[src/psv_pkg.sv]
// Purpose: shared constants and types of the phase sync and vector irq block
// Assumes: apb word addressing, printed offsets are register indexes
// Notes:   byte address of a register is four times its index
package psv_pkg;

  typedef logic [9:0] psv_addr_t;

  // register indexes
  localparam logic [7:0] PSV_IDX_MATCH_A   = 8'h12;
  localparam logic [7:0] PSV_IDX_MATCH_B   = 8'h14;
  localparam logic [7:0] PSV_IDX_USAGE     = 8'h16;
  localparam logic [7:0] PSV_IDX_EXT_CFG   = 8'h18;
  localparam logic [7:0] PSV_IDX_PENDING   = 8'h70;
  localparam logic [7:0] PSV_IDX_SRC_EN    = 8'h74;
  localparam logic [7:0] PSV_IDX_VEC_EN    = 8'h78;
  localparam logic [7:0] PSV_IDX_VEC_DIS   = 8'h7A;
  localparam logic [7:0] PSV_IDX_CEILING   = 8'h7C;
  localparam logic [7:0] PSV_IDX_CUR_VEC   = 8'h7E;

  // reset values
  localparam logic [15:0] PSV_RST_ZERO     = 16'h0000;
  localparam logic [3:0]  PSV_RST_CEILING  = 4'h9;

  // usage field codes
  localparam logic [1:0] PSV_USE_OFF       = 2'h0;
  localparam logic [1:0] PSV_USE_A_RELOAD  = 2'h1;
  localparam logic [1:0] PSV_USE_A_MATCH   = 2'h2;
  localparam logic [1:0] PSV_USE_B_CAPTURE = 2'h1;
  localparam logic [1:0] PSV_USE_B_MATCH   = 2'h2;

  // field positions
  localparam int PSV_USE_A_LSB   = 0;
  localparam int PSV_USE_B_LSB   = 2;
  localparam int PSV_EXT_SRC_LSB = 0;
  localparam int PSV_EXT_THR_LSB = 2;
  localparam int PSV_EXT_PRE_LSB = 10;
  localparam int PSV_EXT_EDGE    = 12;
  localparam int PSV_VAL_W       = 12;

  // filter preset commands
  localparam logic [1:0] PSV_PRESET_ZERO = 2'h2;
  localparam logic [1:0] PSV_PRESET_ONE  = 2'h3;

  // interrupt sources
  localparam int         PSV_NUM_SRC     = 9;
  localparam logic [3:0] PSV_VEC_NONE    = 4'h9;

  function automatic psv_addr_t psv_byte_addr(input logic [7:0] idx);
    return {idx, 2'b00};
  endfunction

endpackage

[src/psv_sync_if.sv]
// Purpose: carries filter control and capture events between top and filter
// Assumes: single clock domain
// Notes:   preset_go is a one-cycle pulse
`timescale 1ns/1ps
`default_nettype none
interface psv_sync_if;
  logic [1:0] src;
  logic [7:0] thr;
  logic       edge_fall;
  logic       preset_go;
  logic       preset_val;
  logic       capture;
  logic       filt_state;

  modport ctl (output src, thr, edge_fall, preset_go, preset_val,
               input  capture, filt_state);
  modport flt (input  src, thr, edge_fall, preset_go, preset_val,
               output capture, filt_state);
endinterface
`default_nettype wire

[src/psv_sync_filter.sv]
// Purpose: external sync select, integration filter and capture edge detect
// Assumes: ext sync inputs synchronous to clk_i
// Notes:   capture is a one-cycle pulse, set on the same edge as the filtered change
`timescale 1ns/1ps
`default_nettype none
module psv_sync_filter (
  // clock and reset
  input  wire logic       clk_i,
  input  wire logic       rst_i,
  input  wire logic       ce_i,
  // sync inputs
  input  wire logic [3:0] ext_sync_i,
  // control
  psv_sync_if.flt         sif
);
  import psv_pkg::*;

  typedef struct packed {
    logic [7:0] cnt;
    logic       state;
    logic       capture;
  } psv_filt_state_t;

  psv_filt_state_t s_r;
  psv_filt_state_t s_nxt;
  logic            raw;

  always_comb begin
    s_nxt         = s_r;
    s_nxt.capture = 1'b0;
    raw           = ext_sync_i[sif.src];
    if (sif.preset_go) begin
      // preset forces the state without a capture event
      s_nxt.state = sif.preset_val;
      s_nxt.cnt   = 8'h00;
    end else if (raw != s_r.state) begin
      if (({1'b0, s_r.cnt} + 9'h001) >= {1'b0, sif.thr}) begin
        s_nxt.state   = raw;
        s_nxt.cnt     = 8'h00;
        s_nxt.capture = (raw == ~sif.edge_fall);
      end else begin
        s_nxt.cnt = s_r.cnt + 8'h01;
      end
    end else begin
      s_nxt.cnt = 8'h00;
    end
  end

  always_ff @(posedge clk_i or posedge rst_i) begin
    if (rst_i) begin
      s_r <= '0;
    end else if (ce_i) begin
      s_r <= s_nxt;
    end
  end

  assign sif.capture    = s_r.capture;
  assign sif.filt_state = s_r.state;

  a_filter_preset_state: assert property (@(posedge clk_i) disable iff (rst_i)
    (ce_i && sif.preset_go) |=> (s_r.state == $past(sif.preset_val) && !s_r.capture))
    else $error("filter preset did not force state");

  a_capture_edge_dir: assert property (@(posedge clk_i) disable iff (rst_i)
    s_r.capture |-> (s_r.state == ~$past(sif.edge_fall) && $past(s_r.state) != s_r.state))
    else $error("capture on wrong edge");

  a_filter_below_thr: assert property (@(posedge clk_i) disable iff (rst_i)
    (ce_i && !sif.preset_go && ({1'b0, s_r.cnt} + 9'h001) < {1'b0, sif.thr})
    |=> $stable(s_r.state))
    else $error("filter changed before threshold");

  a_filter_follow_src: assert property (@(posedge clk_i) disable iff (rst_i)
    (ce_i && !sif.preset_go && ext_sync_i[sif.src] == s_r.state)
    |=> ($stable(s_r.state) && !s_r.capture))
    else $error("filter moved without selected input");

endmodule // psv_sync_filter
`default_nettype wire

[src/psv_top.sv]
// Purpose: phase compare sync logic and vector interrupt block with apb slave
// Assumes: apb3 without pstrb, zero wait access phase, 32-bit data
// Notes:   registers are 16 bits wide in the low half of each word
// What this block does
// - first usage field: 00 unused, 01 match plus sync reload, 10 match only.
// - second usage field: 00 unused, 01 sync capture, 10 phase match.
// - each phase compare register holds 12 writable bits, upper bits read zero.
// - capture on filtered rising edge when edge bit is 0, falling when 1.
// - preset 10 clears filter to state 0, preset 11 clears it to state 1.
// - 8-bit threshold must be reached before filtered sync state changes.
// - two-bit source field selects one of four external sync inputs.
// - nine pending sources: matches, three reloads, reload error, three dma idles.
// - pending bit 1 set by second match or by sync capture.
// - nine-bit enable mask gates sources, all disabled after reset.
// - writing a vector to the enable port enables only that source.
// - writing a vector to the disable port disables only that source.
// - software writes current vector to ceiling; only lower vectors interrupt; resets 9.
// - current vector reads lowest numbered enabled pending source.
// - with nothing enabled pending, current vector reads the first unused number.
// - writing a vector to current vector clears only that pending flag.
// - first match fires on increment when accumulator equals first compare value.
// - with second usage field 01, each sync capture copies the phase accumulator into the second register.
`timescale 1ns/1ps
`default_nettype none
module psv_top (
  // clock and reset
  input  wire logic        clk_i,
  input  wire logic        rst_i,
  input  wire logic        ce_i,
  // apb slave
  input  wire logic        psel_i,
  input  wire logic        penable_i,
  input  wire logic        pwrite_i,
  input  wire psv_pkg::psv_addr_t paddr_i,
  input  wire logic [31:0] pwdata_i,
  output logic      [31:0] prdata_o,
  output logic             pready_o,
  output logic             pslverr_o,
  // phase accumulator
  input  wire logic [11:0] phase_acc_i,
  input  wire logic        phase_inc_i,
  // external sync inputs
  input  wire logic [3:0]  ext_sync_i,
  // channel events
  input  wire logic [2:0]  reload_evt_i,
  input  wire logic        reload_err_i,
  input  wire logic [2:0]  dma_idle_i,
  // outputs
  output logic             irq_o,
  output logic             sync_reload_o
);
  import psv_pkg::*;

  typedef struct packed {
    logic [11:0] match_a;
    logic [11:0] match_b;
    logic [1:0]  use_a;
    logic [1:0]  use_b;
    logic        edge_fall;
    logic [1:0]  preset_fld;
    logic [7:0]  thr;
    logic [1:0]  src;
    logic [8:0]  pend;
    logic [8:0]  mask;
    logic [3:0]  ven;
    logic [3:0]  vdis;
    logic [3:0]  ceil;
    logic [15:0] rdata;
    logic        pready;
    logic        pslverr;
    logic        irq;
    logic        sync_reload;
    logic        preset_go;
    logic        preset_val;
  } psv_top_state_t;

  // lowest set bit wins, none set gives the first unused vector
  function automatic logic [3:0] psv_first(input logic [8:0] v);
    logic [3:0] r;
    r = PSV_VEC_NONE;
    for (int i = PSV_NUM_SRC - 1; i >= 0; i--) begin
      if (v[i]) begin
        r = 4'(i);
      end
    end
    return r;
  endfunction

  // out-of-range vectors select nothing
  function automatic logic [8:0] psv_onehot(input logic [3:0] v);
    logic [8:0] r;
    r = 9'h000;
    for (int i = 0; i < PSV_NUM_SRC; i++) begin
      if (v == 4'(i)) begin
        r[i] = 1'b1;
      end
    end
    return r;
  endfunction

  psv_top_state_t s_r;
  psv_top_state_t s_nxt;
  psv_sync_if     sif ();

  logic       setup;
  logic       wr;
  logic       match_a_evt;
  logic       match_b_evt;
  logic       capture_evt;
  logic [8:0] set_vec;
  logic [8:0] clr_vec;
  logic [3:0] cur_vec;
  logic       hit;
  logic [15:0] rd_val;

  psv_sync_filter u_filter (
    .clk_i      (clk_i),
    .rst_i      (rst_i),
    .ce_i       (ce_i),
    .ext_sync_i (ext_sync_i),
    .sif        (sif)
  );

  assign sif.src        = s_r.src;
  assign sif.thr        = s_r.thr;
  assign sif.edge_fall  = s_r.edge_fall;
  assign sif.preset_go  = s_r.preset_go;
  assign sif.preset_val = s_r.preset_val;

  always_comb begin
    s_nxt = s_r;
    setup = psel_i && !penable_i;
    // write lands on the completing edge only
    wr    = psel_i && penable_i && s_r.pready && pwrite_i;

    // events
    match_a_evt = phase_inc_i && (s_r.use_a != PSV_USE_OFF)
                  && (phase_acc_i == s_r.match_a);
    match_b_evt = phase_inc_i && (s_r.use_b == PSV_USE_B_MATCH)
                  && (phase_acc_i == s_r.match_b);
    capture_evt = sif.capture && (s_r.use_b == PSV_USE_B_CAPTURE);
    s_nxt.sync_reload = match_a_evt && (s_r.use_a == PSV_USE_A_RELOAD);

    set_vec = {dma_idle_i, reload_err_i, reload_evt_i,
               match_b_evt || capture_evt, match_a_evt};
    cur_vec = psv_first(s_r.pend & s_r.mask);

    // register decode and read mux
    hit    = 1'b1;
    rd_val = PSV_RST_ZERO;
    unique case (paddr_i)
      psv_byte_addr(PSV_IDX_MATCH_A): rd_val = {4'h0, s_r.match_a};
      psv_byte_addr(PSV_IDX_MATCH_B): rd_val = {4'h0, s_r.match_b};
      psv_byte_addr(PSV_IDX_USAGE):   rd_val = {12'h000, s_r.use_b, s_r.use_a};
      psv_byte_addr(PSV_IDX_EXT_CFG): rd_val = {3'h0, s_r.edge_fall, s_r.preset_fld,
                                                s_r.thr, s_r.src};
      psv_byte_addr(PSV_IDX_PENDING): rd_val = {7'h00, s_r.pend};
      psv_byte_addr(PSV_IDX_SRC_EN):  rd_val = {7'h00, s_r.mask};
      psv_byte_addr(PSV_IDX_VEC_EN):  rd_val = {12'h000, s_r.ven};
      psv_byte_addr(PSV_IDX_VEC_DIS): rd_val = {12'h000, s_r.vdis};
      psv_byte_addr(PSV_IDX_CEILING): rd_val = {12'h000, s_r.ceil};
      psv_byte_addr(PSV_IDX_CUR_VEC): rd_val = {12'h000, cur_vec};
      default:                        hit    = 1'b0;
    endcase

    // answer one cycle after setup, i.e. in the first access cycle
    s_nxt.pready  = setup;
    s_nxt.pslverr = setup && !hit;
    if (setup) begin
      s_nxt.rdata = pwrite_i ? PSV_RST_ZERO : rd_val;
    end

    clr_vec         = 9'h000;
    s_nxt.preset_go = 1'b0;
    if (wr && !s_r.pslverr) begin
      unique case (paddr_i)
        psv_byte_addr(PSV_IDX_MATCH_A): s_nxt.match_a = pwdata_i[PSV_VAL_W-1:0];
        psv_byte_addr(PSV_IDX_MATCH_B): s_nxt.match_b = pwdata_i[PSV_VAL_W-1:0];
        psv_byte_addr(PSV_IDX_USAGE): begin
          s_nxt.use_a = pwdata_i[PSV_USE_A_LSB +: 2];
          s_nxt.use_b = pwdata_i[PSV_USE_B_LSB +: 2];
        end
        psv_byte_addr(PSV_IDX_EXT_CFG): begin
          s_nxt.src        = pwdata_i[PSV_EXT_SRC_LSB +: 2];
          s_nxt.thr        = pwdata_i[PSV_EXT_THR_LSB +: 8];
          s_nxt.preset_fld = pwdata_i[PSV_EXT_PRE_LSB +: 2];
          s_nxt.edge_fall  = pwdata_i[PSV_EXT_EDGE];
          s_nxt.preset_go  = (pwdata_i[PSV_EXT_PRE_LSB +: 2] == PSV_PRESET_ZERO)
                             || (pwdata_i[PSV_EXT_PRE_LSB +: 2] == PSV_PRESET_ONE);
          s_nxt.preset_val = pwdata_i[PSV_EXT_PRE_LSB];
        end
        // writing ones clears pending flags directly
        psv_byte_addr(PSV_IDX_PENDING): clr_vec = pwdata_i[8:0];
        psv_byte_addr(PSV_IDX_SRC_EN):  s_nxt.mask = pwdata_i[8:0];
        psv_byte_addr(PSV_IDX_VEC_EN): begin
          s_nxt.ven  = pwdata_i[3:0];
          s_nxt.mask = s_r.mask | psv_onehot(pwdata_i[3:0]);
        end
        psv_byte_addr(PSV_IDX_VEC_DIS): begin
          s_nxt.vdis = pwdata_i[3:0];
          s_nxt.mask = s_r.mask & ~psv_onehot(pwdata_i[3:0]);
        end
        psv_byte_addr(PSV_IDX_CEILING): s_nxt.ceil = pwdata_i[3:0];
        psv_byte_addr(PSV_IDX_CUR_VEC): clr_vec = psv_onehot(pwdata_i[3:0]);
        default: ;
      endcase
    end

    // a capture overrides a same-cycle software write
    if (capture_evt) begin
      s_nxt.match_b = phase_acc_i;
    end

    // new events win over a clear in the same cycle
    s_nxt.pend = (s_r.pend & ~clr_vec) | set_vec;

    // follows the flags that will be stored this edge
    s_nxt.irq = (|(s_nxt.pend & s_nxt.mask))
                && (psv_first(s_nxt.pend & s_nxt.mask) < s_nxt.ceil);
  end

  always_ff @(posedge clk_i or posedge rst_i) begin
    if (rst_i) begin
      s_r      <= '0;
      s_r.ceil <= PSV_RST_CEILING;
    end else if (ce_i) begin
      s_r <= s_nxt;
    end
  end

  assign prdata_o      = {16'h0000, s_r.rdata};
  assign pready_o      = s_r.pready;
  assign pslverr_o     = s_r.pslverr;
  assign irq_o         = s_r.irq;
  assign sync_reload_o = s_r.sync_reload;

  a_reload_needs_match: assert property (@(posedge clk_i) disable iff (rst_i)
    sync_reload_o |-> (s_r.pend[0] && $past(s_r.use_a) == PSV_USE_A_RELOAD))
    else $error("sync reload without first match");

  a_match_a_flag: assert property (@(posedge clk_i) disable iff (rst_i)
    (ce_i && phase_inc_i && s_r.use_a != PSV_USE_OFF && phase_acc_i == s_r.match_a)
    |=> s_r.pend[0])
    else $error("first match flag not set");

  a_match_a_unused: assert property (@(posedge clk_i) disable iff (rst_i)
    (ce_i && s_r.use_a == PSV_USE_OFF) |=> !sync_reload_o)
    else $error("reload while first comparator unused");

  a_capture_copy: assert property (@(posedge clk_i) disable iff (rst_i)
    (ce_i && sif.capture && s_r.use_b == PSV_USE_B_CAPTURE)
    |=> (s_r.match_b == $past(phase_acc_i) && s_r.pend[1]))
    else $error("capture did not copy accumulator");

  a_vector_clear_one: assert property (@(posedge clk_i) disable iff (rst_i)
    (ce_i && wr && !s_r.pslverr && paddr_i == psv_byte_addr(PSV_IDX_CUR_VEC)
     && pwdata_i[3:0] == 4'h4 && !reload_evt_i[2])
    |=> (!s_r.pend[4] && s_r.pend[8:5] == ($past(s_r.pend[8:5]) | $past(set_vec[8:5]))
         && s_r.pend[3:0] == ($past(s_r.pend[3:0]) | $past(set_vec[3:0]))))
    else $error("vector write cleared wrong flags");

  a_venable_one_bit: assert property (@(posedge clk_i) disable iff (rst_i)
    (ce_i && wr && !s_r.pslverr && paddr_i == psv_byte_addr(PSV_IDX_VEC_EN)
     && pwdata_i[3:0] == 4'h4)
    |=> (s_r.mask == ($past(s_r.mask) | 9'h010)))
    else $error("vector enable changed other sources");

  a_vdisable_one_bit: assert property (@(posedge clk_i) disable iff (rst_i)
    (ce_i && wr && !s_r.pslverr && paddr_i == psv_byte_addr(PSV_IDX_VEC_DIS)
     && pwdata_i[3:0] == 4'h2)
    |=> (s_r.mask == ($past(s_r.mask) & 9'h1FB)))
    else $error("vector disable changed other sources");

  a_irq_ceiling: assert property (@(posedge clk_i) disable iff (rst_i)
    irq_o == ((|(s_r.pend & s_r.mask)) && (cur_vec < s_r.ceil)))
    else $error("irq disagrees with ceiling");

  a_apb_answer_one: assert property (@(posedge clk_i) disable iff (rst_i)
    (ce_i && psel_i && !penable_i) |=> pready_o ##1 (!pready_o || !$past(ce_i)))
    else $error("apb answer timing wrong");

  a_match_b_flag: assert property (@(posedge clk_i) disable iff (rst_i)
    (ce_i && phase_inc_i && s_r.use_b == PSV_USE_B_MATCH && phase_acc_i == s_r.match_b)
    |=> s_r.pend[1])
    else $error("second match flag not set");

  a_second_unused: assert property (@(posedge clk_i) disable iff (rst_i)
    (ce_i && s_r.use_b == PSV_USE_OFF && !s_r.pend[1]) |=> !s_r.pend[1])
    else $error("second flag set while comparator unused");

  // only a capture or a software write may move the second register
  a_match_b_hold: assert property (@(posedge clk_i) disable iff (rst_i)
    (ce_i && s_r.use_b != PSV_USE_B_CAPTURE && !wr) |=> $stable(s_r.match_b))
    else $error("second register changed without capture");

  a_match_a_only: assert property (@(posedge clk_i) disable iff (rst_i)
    (ce_i && s_r.use_a == PSV_USE_A_MATCH) |=> !sync_reload_o)
    else $error("reload in match only mode");

  a_upper_bits_zero: assert property (@(posedge clk_i) disable iff (rst_i)
    (pready_o && psel_i && !pwrite_i && (paddr_i == psv_byte_addr(PSV_IDX_MATCH_A)
     || paddr_i == psv_byte_addr(PSV_IDX_MATCH_B))) |-> prdata_o[31:12] == 20'h00000)
    else $error("compare register upper bits not zero");

  a_vector_none: assert property (@(posedge clk_i) disable iff (rst_i)
    (ce_i && setup && !pwrite_i && paddr_i == psv_byte_addr(PSV_IDX_CUR_VEC))
    |=> ((prdata_o[3:0] == PSV_VEC_NONE) == ($past(s_r.pend & s_r.mask) == 9'h000)))
    else $error("unused vector reported wrongly");

  // returned vector is enabled pending and nothing below it is
  a_vector_lowest: assert property (@(posedge clk_i) disable iff (rst_i)
    (ce_i && setup && !pwrite_i && paddr_i == psv_byte_addr(PSV_IDX_CUR_VEC))
    |=> (prdata_o[3:0] == PSV_VEC_NONE)
        || (((($past(s_r.pend & s_r.mask) >> prdata_o[3:0]) & 9'h001) == 9'h001)
            && (($past(s_r.pend & s_r.mask) & ((9'h001 << prdata_o[3:0]) - 9'h001)) == 9'h000)))
    else $error("current vector not the lowest pending");

  a_reset_values: assert property (@(posedge clk_i)
    $fell(rst_i) |-> (s_r.ceil == PSV_RST_CEILING && s_r.mask == 9'h000 && !irq_o))
    else $error("wrong state after reset");

  a_preset_decode: assert property (@(posedge clk_i) disable iff (rst_i)
    (ce_i && wr && !s_r.pslverr && paddr_i == psv_byte_addr(PSV_IDX_EXT_CFG))
    |=> (s_r.preset_go == $past(pwdata_i[PSV_EXT_PRE_LSB + 1]))
        && (!s_r.preset_go || s_r.preset_val == $past(pwdata_i[PSV_EXT_PRE_LSB])))
    else $error("filter preset decoded wrongly");

  a_pend_sticky: assert property (@(posedge clk_i) disable iff (rst_i)
    (ce_i && !wr) |=> ((s_r.pend & $past(s_r.pend)) == $past(s_r.pend)))
    else $error("pending flag dropped without a write");

  a_mask_write: assert property (@(posedge clk_i) disable iff (rst_i)
    (ce_i && wr && !s_r.pslverr && paddr_i == psv_byte_addr(PSV_IDX_SRC_EN))
    |=> (s_r.mask == $past(pwdata_i[8:0])))
    else $error("mask write not stored");

  a_ceiling_write: assert property (@(posedge clk_i) disable iff (rst_i)
    (ce_i && wr && !s_r.pslverr && paddr_i == psv_byte_addr(PSV_IDX_CEILING))
    |=> (s_r.ceil == $past(pwdata_i[3:0])))
    else $error("ceiling write not stored");

  a_dma_sets_flag: assert property (@(posedge clk_i) disable iff (rst_i)
    (ce_i && dma_idle_i != 3'h0)
    |=> ((s_r.pend[8:6] & $past(dma_idle_i)) == $past(dma_idle_i)))
    else $error("dma idle flag not set");

endmodule // psv_top
`default_nettype wire

[config.mk]
export PLATFORM = sky130hd
export DESIGN_NAME = psv_top
export DESIGN_NICKNAME = d
export VERILOG_FILES = /design/src/psv_pkg.sv /design/src/psv_sync_if.sv /design/src/psv_sync_filter.sv /design/src/psv_top.sv
export SDC_FILE = /design/constraint.sdc
export NUM_CORES = 1
export LEC_CHECK = 0
export BUFFER_PORTS_ARGS = -buffer_cell sky130_fd_sc_hd__buf_2
export CAP_MARGIN = 20
export CORE_ASPECT_RATIO = 1.2
export CORE_MARGIN = 2
export CORE_UTILIZATION = 50
export CTS_CLUSTER_DIAMETER = 80
export DETAILED_ROUTE_END_ITERATION = 8
export PLACE_DENSITY_LB_ADDON = 0.25
export SYNTH_ARGS = -nofsm -noshare
export SYNTH_HDL_FRONTEND = slang
export SYNTH_SLANG_ARGS = --single-unit
[constraint.sdc]
create_clock -name clk_i -period 4.2 [get_ports clk_i]
set_input_delay 0 -clock clk_i [delete_from_list [all_inputs] [get_ports clk_i]]
set_output_delay 0 -clock clk_i [all_outputs]
set_load 0.02 [all_outputs]
Word level (Yosys, flattened, before mapping)
Index checks and enable logic that the tools add are counted.
{"block": "op_classes", "addsub": 2, "n_lt_le_gt_ge": 3, "eq_ne": 27, "n_mux": 88, "bitwise_logic": 9, "reduce_logical": 34}
{"cell": "case mux 13 bit (10 select lines)", "n": 1}
{"cell": "two-way mux 4 bit", "n": 20}
{"cell": "== test 10 x 9 -> 1 bit (second input constant)", "n": 6}
{"cell": "two-way mux 1 bit", "n": 50}
{"cell": "== test 10 x 7 -> 1 bit (second input constant)", "n": 4}
{"cell": "AND 9 bit", "n": 4}
{"cell": "two-way mux 29 bit", "n": 1}
{"cell": "case mux 9 bit (3 select lines)", "n": 1}
{"cell": "== test 12 bit", "n": 2}
{"cell": "two-way mux 12 bit", "n": 2}
{"cell": "two-way mux 21 bit", "n": 1}
{"cell": "AND reduction 3 bit", "n": 7}
{"cell": "two-way mux 9 bit", "n": 2}
{"cell": "NOT 9 bit", "n": 2}
{"cell": "OR 9 bit", "n": 2}
{"cell": "case mux 9 bit (2 select lines)", "n": 1}
{"cell": "== test 4 x 3 -> 1 bit (second input constant)", "n": 4}
{"cell": "two-way mux 16 bit", "n": 1}
{"cell": "two-way mux 8 bit", "n": 2}
{"cell": "logical AND 1 bit", "n": 13}
{"cell": "two-way mux 13 bit", "n": 1}
{"cell": "nonzero test 2 bit", "n": 5}
{"cell": "OR reduction 10 bit", "n": 1}
{"cell": "adder 8 x 1 -> 9 bit (second input constant)", "n": 1}
{"cell": "19 further kinds", "n": 29}
{"block": "word_totals", "ff_bits": 103, "inputBits": 72, "output_inout_bits": 36, "word_cells": 186}

Depth between registers and ports, before layout
{"block": "logic_depth", "word_depth": 21, "ltp_mapped": 15, "ltp_nobuf": 13}

Cells and area by module
Synthesis repeated with hierarchy kept, for this count alone.
{"block": "hier_totals", "cells_unflattened": 729, "area_unflattened_um2": 6503.7}
{"module": "psv_top", "instances": 1, "cells_per_inst": 636, "area_each_um2": 5667.9, "seq_area_each_um2": 2229.6}
{"module": "psv_sync_filter", "instances": 1, "cells_per_inst": 93, "area_each_um2": 835.8, "seq_area_each_um2": 250.2}

Least setup slack after synthesis
OpenSTA, ideal clock, no wires.
{"block": "synth_timing", "path_kind": "flip-flop to flip-flop", "start": "register s_r (netlist bit pslverr_o)", "end": "register s_r (netlist bit irq_o)", "setup_ps": 96, "t_arrival_ps": 2895, "required_ps": 4104, "setup_slack_ps": 1209, "path_stages_with_launch": 14, "path_buffers": 0, "period_less_slack_ps": 2991, "path_cell_list": "dfrtp_1 -> and4b_1 -> nand4_4 -> o31a_1 -> a21oi_2 -> or2_1 -> a21boi_1 -> o21ai_0 -> a31oi_1 -> ha_1 -> a21o_1 -> a21oi_1 -> o2111ai_1 -> o32ai_2"}
{"block": "synth_via", "elab_chain_cells": 18, "elab_cells_between_ends": 20, "classes_between": "order compare: 1; mux: 11; bitwise: 4; reduce/logical: 4"}
{"item": "start: declaration", "line": "psv_top.sv:101", "text": "psv_top_state_t s_r;"}
{"item": "start signal: assignment", "line": "psv_top.sv:227", "text": "s_r <= s_nxt;"}
{"item": "zero test 1 bit *", "line": "psv_top.sv:175", "text": "if (wr && !s_r.pslverr) begin"}
{"item": "logical AND 1 bit *", "line": "psv_top.sv:175"}
{"item": "two-way mux 9 bit", "line": "psv_top.sv:175"}
{"item": "NOT 9 bit", "line": "psv_top.sv:215", "text": "s_nxt.pend = (s_r.pend & ~clr_vec) | set_vec;"}
{"item": "AND 9 bit", "line": "psv_top.sv:215"}
{"item": "OR 9 bit", "line": "psv_top.sv:215"}
{"item": "AND 9 bit", "line": "psv_top.sv:218, psv_top.sv:219"}
{"item": "two-way mux 1 bit", "line": "psv_top.sv:82", "text": "if (v[i]) begin"}
{"item": "two-way mux 4 bit (8 in a row)", "line": "psv_top.sv:82"}
{"item": "< comparator 4 bit", "line": "psv_top.sv:219", "text": "&& (psv_first(s_nxt.pend & s_nxt.mask) < s_nxt.ceil);"}
{"item": "logical AND 1 bit *", "line": "psv_top.sv:219"}
Every way passes the cells marked *; elsewhere a longest branch is shown, timed or not.
A chain may end at the register's enable or synchronous reset.

Worst setup path after layout
{"block": "layout_timing", "start": "register s_r[70] in the netlist's numbering", "end": "register s_r (netlist bit irq_o)"}
{"block": "layout_via", "elab_chain_cells": 9, "elab_cells_between_ends": 10, "classes_between": "order compare: 1; eq/ne: 1; mux: 2; bitwise: 2; reduce/logical: 4"}
{"item": "== test 12 bit *", "line": "psv_top.sv:140", "text": "&& (phase_acc_i == s_r.match_b);"}
{"item": "logical AND 1 bit *", "line": "psv_top.sv:140"}
{"item": "logical OR 1 bit *", "line": "psv_top.sv:145", "text": "match_b_evt || capture_evt, match_a_evt};"}
{"item": "OR 9 bit *", "line": "psv_top.sv:215"}
{"item": "AND 9 bit *", "line": "psv_top.sv:218, psv_top.sv:219"}
{"item": "two-way mux 4 bit (2 in a row)", "line": "psv_top.sv:82"}
{"item": "< comparator 4 bit", "line": "psv_top.sv:219"}
{"item": "logical AND 1 bit *", "line": "psv_top.sv:219"}
Marks and branches as above.

==> impl_metrics.csv <==
group,metric,value,unit
yosys,async_reset_ff_share,100,%
drt,viasPerCell,6.19,
timing,hold_viol,0,
critical_path,crit_path_end_kind,"flop",
cts,cts.sinks,99,
final_layout,drive_gt1_share,20.7,%
yosys,netlist_area,6440,um^2
worst_hold_path,hold_class,"primary input to flop",
floorplanning,core_area,12600,um^2
drt,drtPass1Iterations,5,
yosys,synthAdderAreaFrac,2.33,%
job,max_cap_violations,0,
placed_design,gp_congestion,0.919,
yosys,synthFlopType,"dfrtp_1",
timing,min_period_over_period,80.9,%
timing,setup_violations,0,
grt,antenna_found_initial,0,
power,ir_drop,0.000178,V
cts,postCtsResizedCells,0,
timing,tightestPinTransition,0.985,ns
floorplanning,die_w,108,um
cts,path_clk_slew,0.07,ns
yosys,synth_seq_cells,99,
cts,clockBufferDepth,2,
critical_path,cp.required,4.48,ns
timing,setup_tns,0,ns
yosys,synth.avg_cell_area,9.39,um^2
drt,vias,5661,
final_layout,multi_input_area,3490,um^2
grt,grt_max_degree,60,
final_layout,nNetsFinal,829,
final_layout,area_growth,12.1,%
floorplanning,die_h,128,um
final_layout,num_antenna_cells,0,
drt,drcViolationCount,0,
yosys,synthDistinctLibCells,74,
cts,cts_tree,"yes",
grt,grt_pass1_vias,5613,
yosys,synth_top_cell_by_area,"dfrtp_1",
grt,grt_pass1_wl,30500,um
placed_design,place_area,6710,um^2
placed_design,dp.cells,879,
yosys,synth_warnings,0,
placed_design,io_buffers,69,
final_layout,regArea,2480,um^2
timing,fmax,294,MHz
drt,finalWirelength,19400,um
cts,htree_levels,3,
yosys,synth_top_family_by_area,"compound AO/OA/AOI/OAI gates",
cts,clock_latency,0.36,ns
yosys,muxShareOfSynthArea,7.58,%
power,powerDensity,307,nW/um^2
yosys,synth_edf_count,0,
yosys,syn_inst,686,
yosys,ys_seq_area_share,38.5,%
critical_path,cp_slowest_cell,"a32oi_1",
critical_path,timing.critical_path.cells,"xor2_1, nor4_1, nand4_1, or4_1, a32oi_1, nand2b_1, a31oi_1, ha_1, a21o_1, a21oi_1, o2111ai_1, o32ai_2",
critical_path,crit_family,"compound AO/OA/AOI/OAI gates",
floorplanning,rows,45,
floorplanning,start_util,51.1,%
final_layout,fin_cells,914,
timing,period_needed,3.40,ns
critical_path,critPathLaunchType,"flop",
drt,drt_iter0_drc,578,
yosys,yosysTopAreaCellShare,37.7,%
critical_path,arrival,3.67,ns
yosys,synth_compound_area_share,20.4,%
grt,grtUsageTotal,28.9,%
drt,drtAntennaViolNets,0,
critical_path,critPathKind,"flop to flop",
placed_design,dp_hpwl,14200,um
grt,overflow,0,
timing,rsz0062_at_grt,"no",
cts,cts_buffers,9,
cts,root_buffer,"clkbuf_16",
floorplanning,io_pins,108,
power,p_leak,3.33,nW
critical_path,worst-path-buf-inv,0,
yosys,yosys-top-cells-area,"dfrtp_1 38%, mux2_2 5.2%, buf_4 4.1%",
yosys,synthXorXnorAreaFrac,4.22,%
timing,maxSlewViolCount,0,
final_layout,nFillCells,1110,
timing,finClkSkew,0.00937,ns
timing,relSlewSlack,33.4,%
final_layout,postLayoutCellArea,7220,um^2
drt,routedWlPerCell,21.3,um
yosys,synthSimpleGateAreaFrac,18.5,%
critical_path,crit_fanout,3,
run_status,status,"finished, final reports clean",
floorplanning,design.die.area,13800,um^2
critical_path,max_stage_delay,0.49,ns
path summary, 6_finish.rpt:
kind | start | to | slack [ns] | cells past startpoint
min | phase_acc_i[5] | s_r[74] | 0.004 | 3
max | s_r[70] | irq_o | 0.80 | 12
max in group asynchronous | rst_i | s_r[88] | 2.83 | 4
max reg2reg | s_r[70] | irq_o | 0.80 | 12
min in group asynchronous | rst_i | sif.preset_go | 0.32 | 3
min reg2reg | prdata_o[1] | prdata_o[1] | 0.47 | 1
placed cells by master, fill, tap and decap left out, types with 6 or more instances in the layout:
cell           count
o21ai_0           46
a32o_1             7
nand4_1            6
inv_1             22
nor2_1            49
xor2_1            18
buf_2             69
a22oi_1           13
conb_1            19
ha_1              12
a222oi_1          10
clkbuf_16          9
a31oi_1            8
dfrtp_1           97
nand3_1           13
and3_1            21
nor4_1             8
nand2b_1           6
mux2i_1            6
mux2_2            30
a21oi_1           43
buf_4             13
a21o_1            15
nor2b_1            6
nand2_1           66
xnor2_1           13
a22o_1            11
dlygate4sd3_1     19
metal layers:
layer | GRT usage (%) | up-vias | wire [um]
met5 | 0 | - | 0
met4 | 14.4 | 0 | 917
met3 | 5.17 | 60 | 1450
met2 | 46.4 | 280 | 9040
met1 | 37.8 | 2750 | 8040
li1 | - | 2571 | -
logic make-up after synthesis:
| group | after synthesis |
|---|---|
| xor+xnor | 31 |
| mux | 40 |
| flops | 99 |
| other cells | 1 |
| buf+inv | 94 |
| compound gates | 190 |
| simple gates | 219 |
| fa+ha+maj | 12 |
what timing repair did:
item / in CTS / in global routing
hold buffers: 19 / 0
buffers inserted: 0 / 0
hold endpoints to repair: 78 / 0
through the flow:
stage                     setup slack [ns]  utilization (%)  total power [mW]  hold WS [ns]
after detailed placement             0.841             53.2              1.31         0.181
final                                0.801             57.2              2.22       0.00393
after global placement               0.924             53.2              1.30         0.164
after CTS                            0.861             57.2              2.23       0.00973
after global routing                 0.625             57.2              2.30        0.0427
after floorplan                       1.21                -              1.21         0.117
worst register-to-register path: cells and delay by family, from the launching register on:
kind | cells | cell delay (ns)
AO/OA/AOI/OAI | 6 | 1.25
XOR/XNOR | 1 | 0.19
adder cells (fa/ha/maj) | 1 | 0.32
flip-flops | 1 | 0.43
AND/OR/NAND/NOR | 4 | 1.14
cell type report:
class / instances / share of cell area (%)
inverter: 23 / 1.23
clock buffer: 11 / 3.22
timing repair buffer: 101 / 8.77
tap: 164 / 2.84
clock inverter: 5 / 1.18
multi-input combinational: 511 / 48.4
sequential: 99 / 34.4
registers in the layout, summed over array words and instances (netlist names):
name	count
u_filter.s_r	8
sif.thr	8
pready_o	1
u_filter.sif.filt_state	1
sif.src	2
sync_reload_o	1
irq_o	1
s_r	60
pslverr_o	1
prdata_o	13
sif.edge_fall	1
u_filter.sif.capture	1
sif.preset_go	1
power by group:
part           leakage, nW  switching, mW  internal, mW
combinational         1.95          0.190         0.109
clock                0.150          0.385         0.526
sequential            1.24         0.0322         0.977
Yosys cell counts (all sizes together), types with 7 or more instances:
cell,count
nand2,66
inv,23
xor2,18
xnor2,13
clkbuf,27
nor3,11
nor4,9
mux2,30
nand4,7
ha,12
dfrtp,97
nor2,49
a31oi,9
and3,21
nand3,14
a22o,11
a21oi,44
buf,43
o21ai,48
a21o,15
a22oi,13
a222oi,10
a32o,7
Note: power is estimated with default switching activity, not from simulation.
